## config.mk

```make
export PLATFORM = sky130hd
export DESIGN_NAME = command_pulse_decoder
export DESIGN_NICKNAME = d
export VERILOG_FILES = /design/src/cmd_pulse_pkg.sv /design/src/sync_two_stage.sv /design/src/command_pulse_decoder.sv
export VERILOG_INCLUDE_DIRS = /design/src /design/src/src
export SDC_FILE = /design/constraint.sdc
export NUM_CORES = 1
export LEC_CHECK = 0
export BUFFER_PORTS_ARGS = -buffer_cell sky130_fd_sc_hd__buf_2
export CAP_MARGIN = 10
export CORE_UTILIZATION = 45
export CTS_BUF_LIST = sky130_fd_sc_hd__clkbuf_16
export CTS_CLUSTER_SIZE = 16
export DETAILED_ROUTE_END_ITERATION = 8
export PLACE_DENSITY = 0.71
export SLEW_MARGIN = 10
export SYNTH_ARGS = -nofsm -noshare
export SYNTH_HDL_FRONTEND = slang
export SYNTH_SLANG_ARGS = --single-unit
```

## constraint.sdc

```tcl
create_clock -name clk -period 6.9 [get_ports clk]
set_input_delay 0.345 -clock clk [delete_from_list [all_inputs] [get_ports clk]]
set_output_delay 0.345 -clock clk [all_outputs]
set_load 0.01 [all_outputs]
```

## src/cmd_pulse_defs.svh

```systemverilog
// constants for the command pulse decoder
`ifndef CMD_PULSE_DEFS_SVH
`define CMD_PULSE_DEFS_SVH

// power-up values of the settings
`define CPD_IFACE_RESET       2'h0
`define CPD_INVERT_RESET      1'h0
`define CPD_FORMAT_RESET      2'h1

// clock rate in MHz
`define CPD_CLK_MHZ           25

// least pulse widths on the photocoupler path, in ns
`define CPD_OPTO_LD_MIN_NS    1000
`define CPD_OPTO_OC_MIN_NS    2500

// filter settle time is half the least width, rounded down, never below one cycle
`define CPD_LD_FILT_CYC       (((`CPD_OPTO_LD_MIN_NS * `CPD_CLK_MHZ) / 2000) > 0 ? \
                               ((`CPD_OPTO_LD_MIN_NS * `CPD_CLK_MHZ) / 2000) : 1)
`define CPD_OC_FILT_CYC       (((`CPD_OPTO_OC_MIN_NS * `CPD_CLK_MHZ) / 2000) > 0 ? \
                               ((`CPD_OPTO_OC_MIN_NS * `CPD_CLK_MHZ) / 2000) : 1)

`endif

```

## src/cmd_pulse_pkg.sv

```systemverilog
// types shared by the command pulse decoder
package cmd_pulse_pkg;

	// which pin group feeds the decoder
	typedef enum logic [1:0] {
		IFACE_OPTO_ANY  = 2'b00,
		IFACE_FAST_LD   = 2'b01,
		IFACE_OPTO_OC   = 2'b10,
		IFACE_UNUSED    = 2'b11
	} iface_t;

	// pulse input format
	typedef enum logic [1:0] {
		FMT_QUAD_0      = 2'b00,
		FMT_DUAL_TRAIN  = 2'b01,
		FMT_QUAD_2      = 2'b10,
		FMT_PULSE_SIGN  = 2'b11
	} format_t;

	// one pin group: differential pulse and sign pairs
	typedef struct packed {
		logic pulse_p;
		logic pulse_n;
		logic sign_p;
		logic sign_n;
	} pin_group_t;

	// settings in force
	typedef struct packed {
		iface_t  iface;
		logic    invert;
		format_t format;
	} settings_t;

endpackage

```

## src/sync_two_stage.sv

```systemverilog
// two flip-flop synchroniser for a vector of pin levels
`timescale 1ns/1ps

module sync_two_stage #(
	parameter int WIDTH = 4
) (
	// clock and reset
	input  wire logic             clk,
	input  wire logic             reset,
	// asynchronous levels in, synchronised levels out
	input  wire logic [WIDTH-1:0] async_in,
	output logic      [WIDTH-1:0] sync_out
);

	logic [WIDTH-1:0] stage_one;
	logic [WIDTH-1:0] next_stage_one;
	logic [WIDTH-1:0] next_sync_out;

	initial begin
		if (WIDTH < 1) begin
			$error("sync_two_stage: WIDTH must be at least 1");
		end
	end

	// first stage is read only by the second
	always_comb begin
		next_stage_one = async_in;
		next_sync_out  = stage_one;
	end

	// register both stages
	always_ff @(posedge clk) begin
		if (reset) begin
			stage_one <= '0;
			sync_out  <= '0;
		end else begin
			stage_one <= next_stage_one;
			sync_out  <= next_sync_out;
		end
	end

endmodule

```

## src/command_pulse_decoder.sv

```systemverilog
// command pulse decoder: pin group select, filtering, format decode and position count
// Notes on behaviour
// - interface selection setting, values 0 to 2, defaults to 0.
// - pulse source is the photocoupler group or the line-driver group.
// - selection 0 uses photocoupler pins, line-driver or open-collector sources.
// - selection 1 uses only the fast line-driver pins, highest pulse rate.
// - one-bit direction setting, defaults to 0, picks the positive pattern.
// - format setting 0 to 3, default 1: quadrature, dual train, pulse+sign.
// - direction 1 swaps positive and negative counting in every format.
// - count only on the transitions the selected format defines.
// - quadrature, direction 0: B leading A counts positive, lagging negative.
// - quadrature, direction 1: B lagging A counts positive, leading negative.
// - quadrature counts all four edges; single-pulse formats one per pulse.
// - settings take effect only at the next power-up reset.
`timescale 1ns/1ps
`include "cmd_pulse_defs.svh"

module command_pulse_decoder
	import cmd_pulse_pkg::*;
#(
	parameter int COUNT_W = 32,
	parameter int FILT_W  = 6
) (
	// clock and reset (reset marks control power-up)
	input  wire logic               clk,
	input  wire logic               reset,
	// photocoupler pin group
	input  wire logic               opto_pulse_in_a,
	input  wire logic               opto_pulse_in_b,
	input  wire logic               opto_sign_in_a,
	input  wire logic               opto_sign_in_b,
	// dedicated line-driver pin group
	input  wire logic               fast_pulse_in_p,
	input  wire logic               fast_pulse_in_n,
	input  wire logic               fast_sign_in_p,
	input  wire logic               fast_sign_in_n,
	// requested settings, taken only at power-up
	input  wire logic [1:0]         input_interface_select,
	input  wire logic               count_direction_invert,
	input  wire logic [1:0]         pulse_format_select,
	// settings in force
	output settings_t               active_settings,
	// decoded counts
	output logic                    count_up,
	output logic                    count_down,
	output logic                    phase_error,
	output logic signed [COUNT_W-1:0] position_count
);

	localparam logic [FILT_W-1:0] LD_FILT = FILT_W'(`CPD_LD_FILT_CYC);
	localparam logic [FILT_W-1:0] OC_FILT = FILT_W'(`CPD_OC_FILT_CYC);

	initial begin
		if (COUNT_W < 2) begin
			$error("command_pulse_decoder: COUNT_W must be at least 2");
		end
		if ((`CPD_OC_FILT_CYC >= (1 << FILT_W)) || (`CPD_LD_FILT_CYC >= (1 << FILT_W))) begin
			$error("command_pulse_decoder: FILT_W too narrow for filter counts");
		end
	end

	////////////////////////////////////////////////////////////////////////////////
	// pin synchronisers

	pin_group_t opto_pins;
	pin_group_t fast_pins;
	pin_group_t opto_sync;
	pin_group_t fast_sync;

	assign opto_pins = '{opto_pulse_in_a, opto_pulse_in_b, opto_sign_in_a, opto_sign_in_b};
	assign fast_pins = '{fast_pulse_in_p, fast_pulse_in_n, fast_sign_in_p, fast_sign_in_n};

	sync_two_stage #(.WIDTH(4)) u_sync_opto (
		.clk      (clk),
		.reset    (reset),
		.async_in (opto_pins),
		.sync_out (opto_sync)
	);

	sync_two_stage #(.WIDTH(4)) u_sync_fast (
		.clk      (clk),
		.reset    (reset),
		.async_in (fast_pins),
		.sync_out (fast_sync)
	);

	// receiver levels: current flows from the a/p leg to the b/n leg
	logic [1:0] opto_raw;
	logic [1:0] fast_level;
	assign opto_raw   = {opto_sync.pulse_p & ~opto_sync.pulse_n,
	                     opto_sync.sign_p & ~opto_sync.sign_n};
	assign fast_level = {fast_sync.pulse_p & ~fast_sync.pulse_n,
	                     fast_sync.sign_p & ~fast_sync.sign_n};

	////////////////////////////////////////////////////////////////////////////////
	// settings, caught once after power-up reset

	settings_t  next_active_settings;
	logic       load_pending;
	logic       next_load_pending;
	settings_t  requested;

	// illegal interface code 3 falls back to the default group
	always_comb begin
		requested.iface  = (input_interface_select == 2'h3) ? iface_t'(`CPD_IFACE_RESET)
		                                                    : iface_t'(input_interface_select);
		requested.invert = count_direction_invert;
		requested.format = format_t'(pulse_format_select);
	end

	always_comb begin
		next_load_pending    = 1'b0;
		next_active_settings = active_settings;
		if (load_pending) begin
			next_active_settings = requested;
		end
	end

	always_ff @(posedge clk) begin
		if (reset) begin
			load_pending           <= 1'b1;
			active_settings.iface  <= iface_t'(`CPD_IFACE_RESET);
			active_settings.invert <= `CPD_INVERT_RESET;
			active_settings.format <= format_t'(`CPD_FORMAT_RESET);
		end else begin
			load_pending    <= next_load_pending;
			active_settings <= next_active_settings;
		end
	end

	////////////////////////////////////////////////////////////////////////////////
	// photocoupler glitch filter, settle time set by the interface choice

	logic [FILT_W-1:0] filt_limit;
	logic [1:0]        opto_filt;
	logic [1:0]        next_opto_filt;
	logic [FILT_W-1:0] filt_cnt      [2];
	logic [FILT_W-1:0] next_filt_cnt [2];

	// slower open-collector edges get the longer settle time
	assign filt_limit = (active_settings.iface == IFACE_OPTO_OC) ? OC_FILT : LD_FILT;

	// a level passes once it has held for the settle time
	always_comb begin
		for (int i = 0; i < 2; i++) begin
			next_opto_filt[i] = opto_filt[i];
			next_filt_cnt[i]  = '0;
			if (opto_raw[i] != opto_filt[i]) begin
				if (filt_cnt[i] + FILT_W'(1) >= filt_limit) begin
					next_opto_filt[i] = opto_raw[i];
				end else begin
					next_filt_cnt[i] = filt_cnt[i] + FILT_W'(1);
				end
			end
		end
	end

	// register the filter
	always_ff @(posedge clk) begin
		if (reset) begin
			opto_filt   <= 2'h0;
			filt_cnt[0] <= '0;
			filt_cnt[1] <= '0;
		end else begin
			opto_filt   <= next_opto_filt;
			filt_cnt[0] <= next_filt_cnt[0];
			filt_cnt[1] <= next_filt_cnt[1];
		end
	end

	////////////////////////////////////////////////////////////////////////////////
	// source select and format decode

	logic [1:0] sel_level;
	logic [1:0] prev_level;
	logic       next_count_up;
	logic       next_count_down;
	logic       next_phase_error;
	logic       pos_evt;
	logic       neg_evt;
	logic       a_cur, b_cur, a_prev, b_prev;

	// selection 1 bypasses the photocoupler group entirely
	assign sel_level = (active_settings.iface == IFACE_FAST_LD) ? fast_level : opto_filt;

	assign a_cur  = sel_level[1];
	assign b_cur  = sel_level[0];
	assign a_prev = prev_level[1];
	assign b_prev = prev_level[0];

	// only the format's own transitions produce a count
	always_comb begin
		pos_evt          = 1'b0;
		neg_evt          = 1'b0;
		next_phase_error = 1'b0;
		case (active_settings.format)
			FMT_QUAD_0, FMT_QUAD_2: begin
				// every single-phase edge counts, four per cycle
				if ((a_cur != a_prev) ^ (b_cur != b_prev)) begin
					// B leading A gives a_prev xor b_cur high
					pos_evt = a_prev ^ b_cur;
					neg_evt = ~(a_prev ^ b_cur);
				end else if ((a_cur != a_prev) && (b_cur != b_prev)) begin
					next_phase_error = 1'b1;
				end
			end
			FMT_DUAL_TRAIN: begin
				// first input positive, second negative; coincident edges cancel
				pos_evt = a_cur & ~a_prev & ~(b_cur & ~b_prev);
				neg_evt = b_cur & ~b_prev & ~(a_cur & ~a_prev);
			end
			FMT_PULSE_SIGN: begin
				// rising pulse edge, sign level high means positive
				pos_evt = a_cur & ~a_prev & b_cur;
				neg_evt = a_cur & ~a_prev & ~b_cur;
			end
			default: begin
				pos_evt = 1'b0;
				neg_evt = 1'b0;
			end
		endcase
	end

	// direction 1 swaps the two senses
	// quadrature with direction 1 counts B lagging as positive
	always_comb begin
		next_count_up   = 1'b0;
		next_count_down = 1'b0;
		if (!load_pending) begin
			next_count_up   = active_settings.invert ? neg_evt : pos_evt;
			next_count_down = active_settings.invert ? pos_evt : neg_evt;
		end
	end

	// register decode outputs and the previous levels
	always_ff @(posedge clk) begin
		if (reset) begin
			prev_level  <= 2'h0;
			count_up    <= 1'b0;
			count_down  <= 1'b0;
			phase_error <= 1'b0;
		end else begin
			prev_level  <= sel_level;
			count_up    <= next_count_up;
			count_down  <= next_count_down;
			phase_error <= next_phase_error & ~load_pending;
		end
	end

	////////////////////////////////////////////////////////////////////////////////
	// position counter

	logic signed [COUNT_W-1:0] next_position_count;

	always_comb begin
		next_position_count = position_count;
		if (next_count_up) begin
			next_position_count = position_count + COUNT_W'(1);
		end else if (next_count_down) begin
			next_position_count = position_count - COUNT_W'(1);
		end
	end

	// register the count
	always_ff @(posedge clk) begin
		if (reset) begin
			position_count <= '0;
		end else begin
			position_count <= next_position_count;
		end
	end

endmodule

```

; After elaboration in Yosys (flattened, before gate mapping)
; Memories as Yosys holds them, arrays and structs flattened.
; Index checks and enable logic that the tools add are counted.
[op_classes]
shift = 0
n_addsub = 4
reduce_logical = 6
n_lt_le_gt_ge = 2
bitwise_logic = 26
n_eq_ne = 10
mul = 0
n_mux = 25
div = 0
[ops]
columns = operator, n
row1 = $mux W32, 2
row2 = $mux W6, 6
row3 = $add A32 B2 Y32 const B, 1
row4 = $sub A32 B2 Y32 const B, 1
row5 = $add A6 B1 Y6 const B, 2
row6 = $ge A6 B5 Y1, 2
row7 = $mux W1, 12
row8 = $and A1 B1 Y1, 11
row9 = $not A1 Y1, 11
row10 = $eq A2 B2 Y1 const B, 4
row11 = $pmux W1 S3, 2
row12 = $mux W5, 1
row13 = $eq A2 B1 Y1 const B, 2
row14 = $mux W2, 2
row15 = $ne A1 B1 Y1, 4
row16 = $reduce_and A2 Y1, 2
row17 = $logic_not A2 Y1, 1
row18 = $or A1 B1 Y1, 2
row19 = $reduce_bool A2 Y1, 1
row20 = $reduce_or A2 Y1, 1
row21 = $xor A1 B1 Y1, 2
row22 = $logic_and A1 B1 Y1, 1
[totals]
mem_bits_ro = 0
latchBits = 0
wordCells = 89
in_bits = 15
memories = 1
mem_bits_rw = 12
register_bits = 61
[mem_list]
columns = name, depth, word_bits, read_ports, rd_ports_with_merged_regs, write_ports, line
row1 = filt_cnt, 2, 6, 2, 0, 2, command_pulse_decoder.sv:137  ; logic [FILT_W-1:0] filt_cnt [2];

; Logic depth before layout (Yosys ltp)
[logic_depth]
ltp_word = 11
ltp_mapped = 22
depth_no_buf = 22

; Hierarchy
; A second synthesis with hierarchy kept.
[unflattened]
cells_unflattened = 513
area_unflattened_um2 = 4376.7
[modules_own_cells]
columns = mod, area_each_um2, n_inst, cells_each
row1 = command_pulse_decoder, 3956.3, 1, 481
row2 = sync_two_stage, 210.2, 2, 16

; Least setup slack after synthesis
; Ideal clock, no wire load.
[synth_timing]
kind = register to register
from = register active_settings[4] (netlist bit)
to = register position_count[31]
required_time_ns = 6.777
arrival_time_ns = 4.631
setup_time_ns = 0.123
path_stages_with_launch = 20
slack_ns = 2.145
n_path_buf = 0
path_cell_list = dfxtp_1 nand2b_1 o21ai_0 ha_1 inv_1 ha_1 nor2b_1 a32o_2 nor2_1 a211o_1 ha_1 a21oi_1 o21ai_1 o31a_1 a211o_1 o21ai_2 a21oi_1 o311ai_1 mux2i_1 mux2_1
[synth_via]
elab_chain_cells = 9
[synth_lines]
columns = element, line
row1 = "start, declared", command_pulse_decoder.sv:42  ; output settings_t active_settings,
row2 = "start signal, assigned", command_pulse_decoder.sv:127  ; active_settings <= next_active_settings;
row3 = $eq A2 B1 Y1 (*), command_pulse_decoder.sv:184  ; assign sel_level = (active_settings.iface == IFACE_FAST_LD) ? fast_level : opto_filt;
row4 = $mux W2 (*), command_pulse_decoder.sv:184
row5 = net sel_level[1], command_pulse_decoder.sv:174  ; logic [1:0] sel_level;
row6 = $ne A1 B1 Y1 / $and A1 B1 Y1 (equally long branches), -
row7 = $xor A1 B1 Y1 / $not A1 Y1 (equally long branches), "command_pulse_decoder.sv:199, command_pulse_decoder.sv:210"
row8 = $mux W1 / $and A1 B1 Y1 (equally long branches), "command_pulse_decoder.sv:199, command_pulse_decoder.sv:210"
row9 = $pmux W1 S3, command_pulse_decoder.sv:196  ; case (active_settings.format)
row10 = "$mux W1, on equally long branches", "command_pulse_decoder.sv:230, command_pulse_decoder.sv:231"
row11 = $mux W1, command_pulse_decoder.sv:229  ; if (!load_pending) begin
row12 = $mux W32 / $reduce_bool A2 Y1 (equally long branches), -
row13 = "end signal, assigned", command_pulse_decoder.sv:269  ; position_count <= next_position_count;
row14 = "end, declared", command_pulse_decoder.sv:47  ; output logic signed [COUNT_W-1:0] position_count
; The timed path passes the listed nets; every way through them passes the cells marked *.
; A chain may end at the register's enable or synchronous reset.

; Final worst setup path
; Same ends and word-level chain as after synthesis.

==> metrics.cfg <==
[power]
power.net_switching_mw = 0.4056
swShare_pct = 31.35
total_power_mw = 1.294
peakVddDrop_v = 0.0001288
combPwrFrac_pct = 27.9
intPower_mw = 0.8882
seqPwrFrac_pct = 35.2
power.density_nw_per_um2 = 255.1
clkPwrFrac_pct = 37.0
p_leak_nw = 2.355

[grt]
use_met1_pct = 24.69
use_met2_pct = 35.67
antenna_found_initial = 0
first_global_vias = 3683
grt_overflow = 0
grt_usage_pct = 20.33
grt_pass1_wl_um = 16420
top_usage_layer = met2
met3_usage_pct = 4.508
grt_max_degree = 61

[worst_setup_path]
cp.arrival_ns = 5.10
crit_chain = nand2b_1, o21ai_0, ha_1, inv_1, ha_1, nor2b_1, nand2b_1, o21ai_4, inv_1, a211o_1, buf_4, ha_1, a21oi_1, o21ai_1, o31a_1, a211o_1, o21ai_2, a21oi_1, o311ai_1, mux2i_1, mux2_1
crit_family = compound AO/OA/AOI/OAI gates
slowest_stage = ha_1
worst_r2r_path_depth = 21
path_buf_inv = 3
path_class = reg -> reg
crit_fanout = 32
r2r_start = active_settings[4]$_SDFFE_PP0P_
setup.worst_path.start = active_settings[4]$_SDFFE_PP0P_
r2r_setup_slack_ns = 2.02
r2r-end = position_count[31]$_SDFFE_PP0P_
startpoint_type = flop
cpMostUsedCell = ha_1
critPathCaptureType = flop
crit_required_ns = 7.12
critPathMaxStageDelay_ns = 0.40

[cts]
htree_levels = 3
clock-root-buffer = clkbuf_16
clockBufferDepth = 2
cts_tree = done
cts_buffers = 9
cts_hold_buf = 0
clkLatencyLatePin_ns = 0.34
cts_sinks = 73
clkTransAtPathRegs_ns = 0.06
cts_resized = 0
cts_setup_buffers = 0

[floorplanning]
io_pins = 55
rows = 35
core_um2 = 9328
die_height_um = 100.7
die_x_um = 100.7
start_util_pct = 47.04
die_area_um2 = 10150

[sta]
setup_tns_ns = 0
setup_violations = 0
min_period_ns = 4.882
fin_skew_ns = 0.01021
worstMarginPinSlew_ns = 1.016
grt_setup_unrepaired = no
slew_violations = 0
slew_headroom_pct = 32.29
finalCritPeriodShare_pct = 70.76
fin_ws_ns = 2.018
hold_violations = 0
fmax_mhz = 204.8

[min_path]
hp-class = in -> reg
worstHoldStart = opto_pulse_in_b
min_to = u_sync_opto.next_sync_out[2]$_SDFF_PP0_
min_path_cells = 2

[final_layout]
finalNetCount = 625
stdcell_area_um2 = 5072
antenna_cells = 0
fillCellCount = 898
ff_latch_area_um2 = 1461
drive_above_1_share_pct = 16.55
multiInputGateArea_um2 = 2788
syn_to_final_growth_pct = 15.60
final_core_util_pct = 54.38

[outcome]
outcome = finished, final reports clean

[placement]
gp_congestion = 0.8628
place_ws_ns = 2.030
placed_area_um2 = 4763
place_hpwl_um = 6940
port_buffers = 54

[logic_synthesis]
yosysTopAreaCell = dfxtp_1
ys_seq_area_share_pct = 33.30
netlist_instances = 515
synth_area_leaders = dfxtp_1 33%, ha_1 11%, a21oi_1 6.4%
syn_avg_cell_area_um2 = 8.520
synth_top_area_share_pct = 33.30
synthArstFlopShare_pct = 0
synth.top_cells.by_count = 73 x dfxtp_1, 64 x nand2_1, 56 x a21oi_1
ys_warn_count = 0
ys_ff_latch = 73
netlist_area_um2 = 4388
synth_edf_count = 0
synth_flop_cell = dfxtp_1
synth_cell_types = 66
synth.most_common_cell = dfxtp_1

[detailed_routing]
drtIter0Drc = 89
routed_wl_um = 9428
vias = 3729
via_per_inst = 5.304
dr.pass1.iters = 5
drc = 0
ant_nets = 0
wl_per_cell_um = 13.41

[flow_run]
max-cap-violations = 0

[cell usage in the layout (no fill, tap or decap), types with 14 or more instances in the layout]
| master | Yosys | routed |
|---|---|---|
| a21o_1 | 19 | 19 |
| a21oi_1 | 56 | 56 |
| buf_2 | 4 | 54 |
| dfxtp_1 | 73 | 73 |
| ha_1 | 40 | 40 |
| inv_1 | 16 | 16 |
| nand2_1 | 64 | 64 |
| nor2_1 | 31 | 31 |
| nor2b_1 | 20 | 20 |
| o21ai_0 | 14 | 14 |
| xnor2_1 | 24 | 24 |
[worst register-to-register path, stage by stage (launching register included)]
cell and delay [ns]:
dfxtp_1 0.39, nand2b_1 0.22, o21ai_0 0.14, ha_1 0.29
inv_1 0.04, ha_1 0.26, nor2b_1 0.16, nand2b_1 0.11
o21ai_4 0.07, inv_1 0.07, a211o_1 0.29, buf_4 0.25
ha_1 0.43, a21oi_1 0.18, o21ai_1 0.09, o31a_1 0.27
a211o_1 0.28, o21ai_2 0.20, a21oi_1 0.12, o311ai_1 0.34
mux2i_1 0.24, mux2_1 0.33
[per-stage QoR]
stage / hold WS, ns / instances
3_3_place_gp: 0.4219 / 687
3_5_place_dp: 0.4264 / 687
4_1_cts: 0.2123 / 703
5_1_grt: 0.2262 / 703
6_report: 0.2165 / 703
2_1_floorplan: 0.3727 / 516
[power groups by stage]
stage,clock [mW],combinational [mW],sequential [mW]
final,0.479,0.360,0.455
after global routing,0.512,0.403,0.457
after CTS,0.495,0.359,0.455
after detailed placement,0,0.356,0.464
after global placement,0,0.352,0.464
after floorplan,0,0.283,0.466
[cells by family (layout without fill, tap and decap cells)]
| family | Yosys count | count (layout) | share of synthesized area [%] |
|---|---|---|---|
| and+or+nand+nor | 189 | 189 | 21.84 |
| AOI/OAI and AO/OA | 138 | 138 | 21.07 |
| DFF | 73 | 73 | 33.30 |
| adders and majority gates | 41 | 41 | 11.86 |
| xor gates and xnor gates | 36 | 36 | 7.186 |
| buffers and inverters | 31 | 89 | 3.251 |
| muxes | 6 | 6 | 1.397 |
| other | 1 | 2 | 0.08546 |
[worst max-delay path by stage]
stage | endpoint | cells past startpoint
finish | position_count[31]$_SDFFE_PP0P_ | 21
detailed placement | position_count[31]$_SDFFE_PP0P_ | 21
floorplan | position_count[31]$_SDFFE_PP0P_ | 19
global placement | position_count[31]$_SDFFE_PP0P_ | 22
CTS | position_count[31]$_SDFFE_PP0P_ | 21
global route | position_count[31]$_SDFFE_PP0P_ | 22
[cell type report]
type                    instances  share of cell area, %
well taps                     129                  3.182
clock inverters                 7                  1.653
inverters                      16                  1.184
flip-flops and latches         73                  28.81
multi-input cells             412                  54.96
clock buffers                   9                  4.440
repair buffers                 57                  5.772
[per-layer routing]
| layer | share of wire (%) | wire (um) |
|---|---|---|
| met1 | 47 | 4407 |
| met2 | 48 | 4561 |
| met3 | 3.3 | 308 |
| met4 | 1.6 | 151 |
| met5 | 0 | 0 |
[sequential cells by signal (all words and copies together) (netlist names)]
name / count
prev_level: 2
u_sync_opto.sync_out: 4
count_up: 1
filt_cnt: 12
opto_filt: 2
u_sync_fast.next_sync_out: 4
load_pending: 1
u_sync_opto.next_sync_out: 4
active_settings: 5
u_sync_fast.sync_out: 4
phase_error: 1
position_count: 32
count_down: 1
No activity file was read; power rests on OpenSTA's default activity.
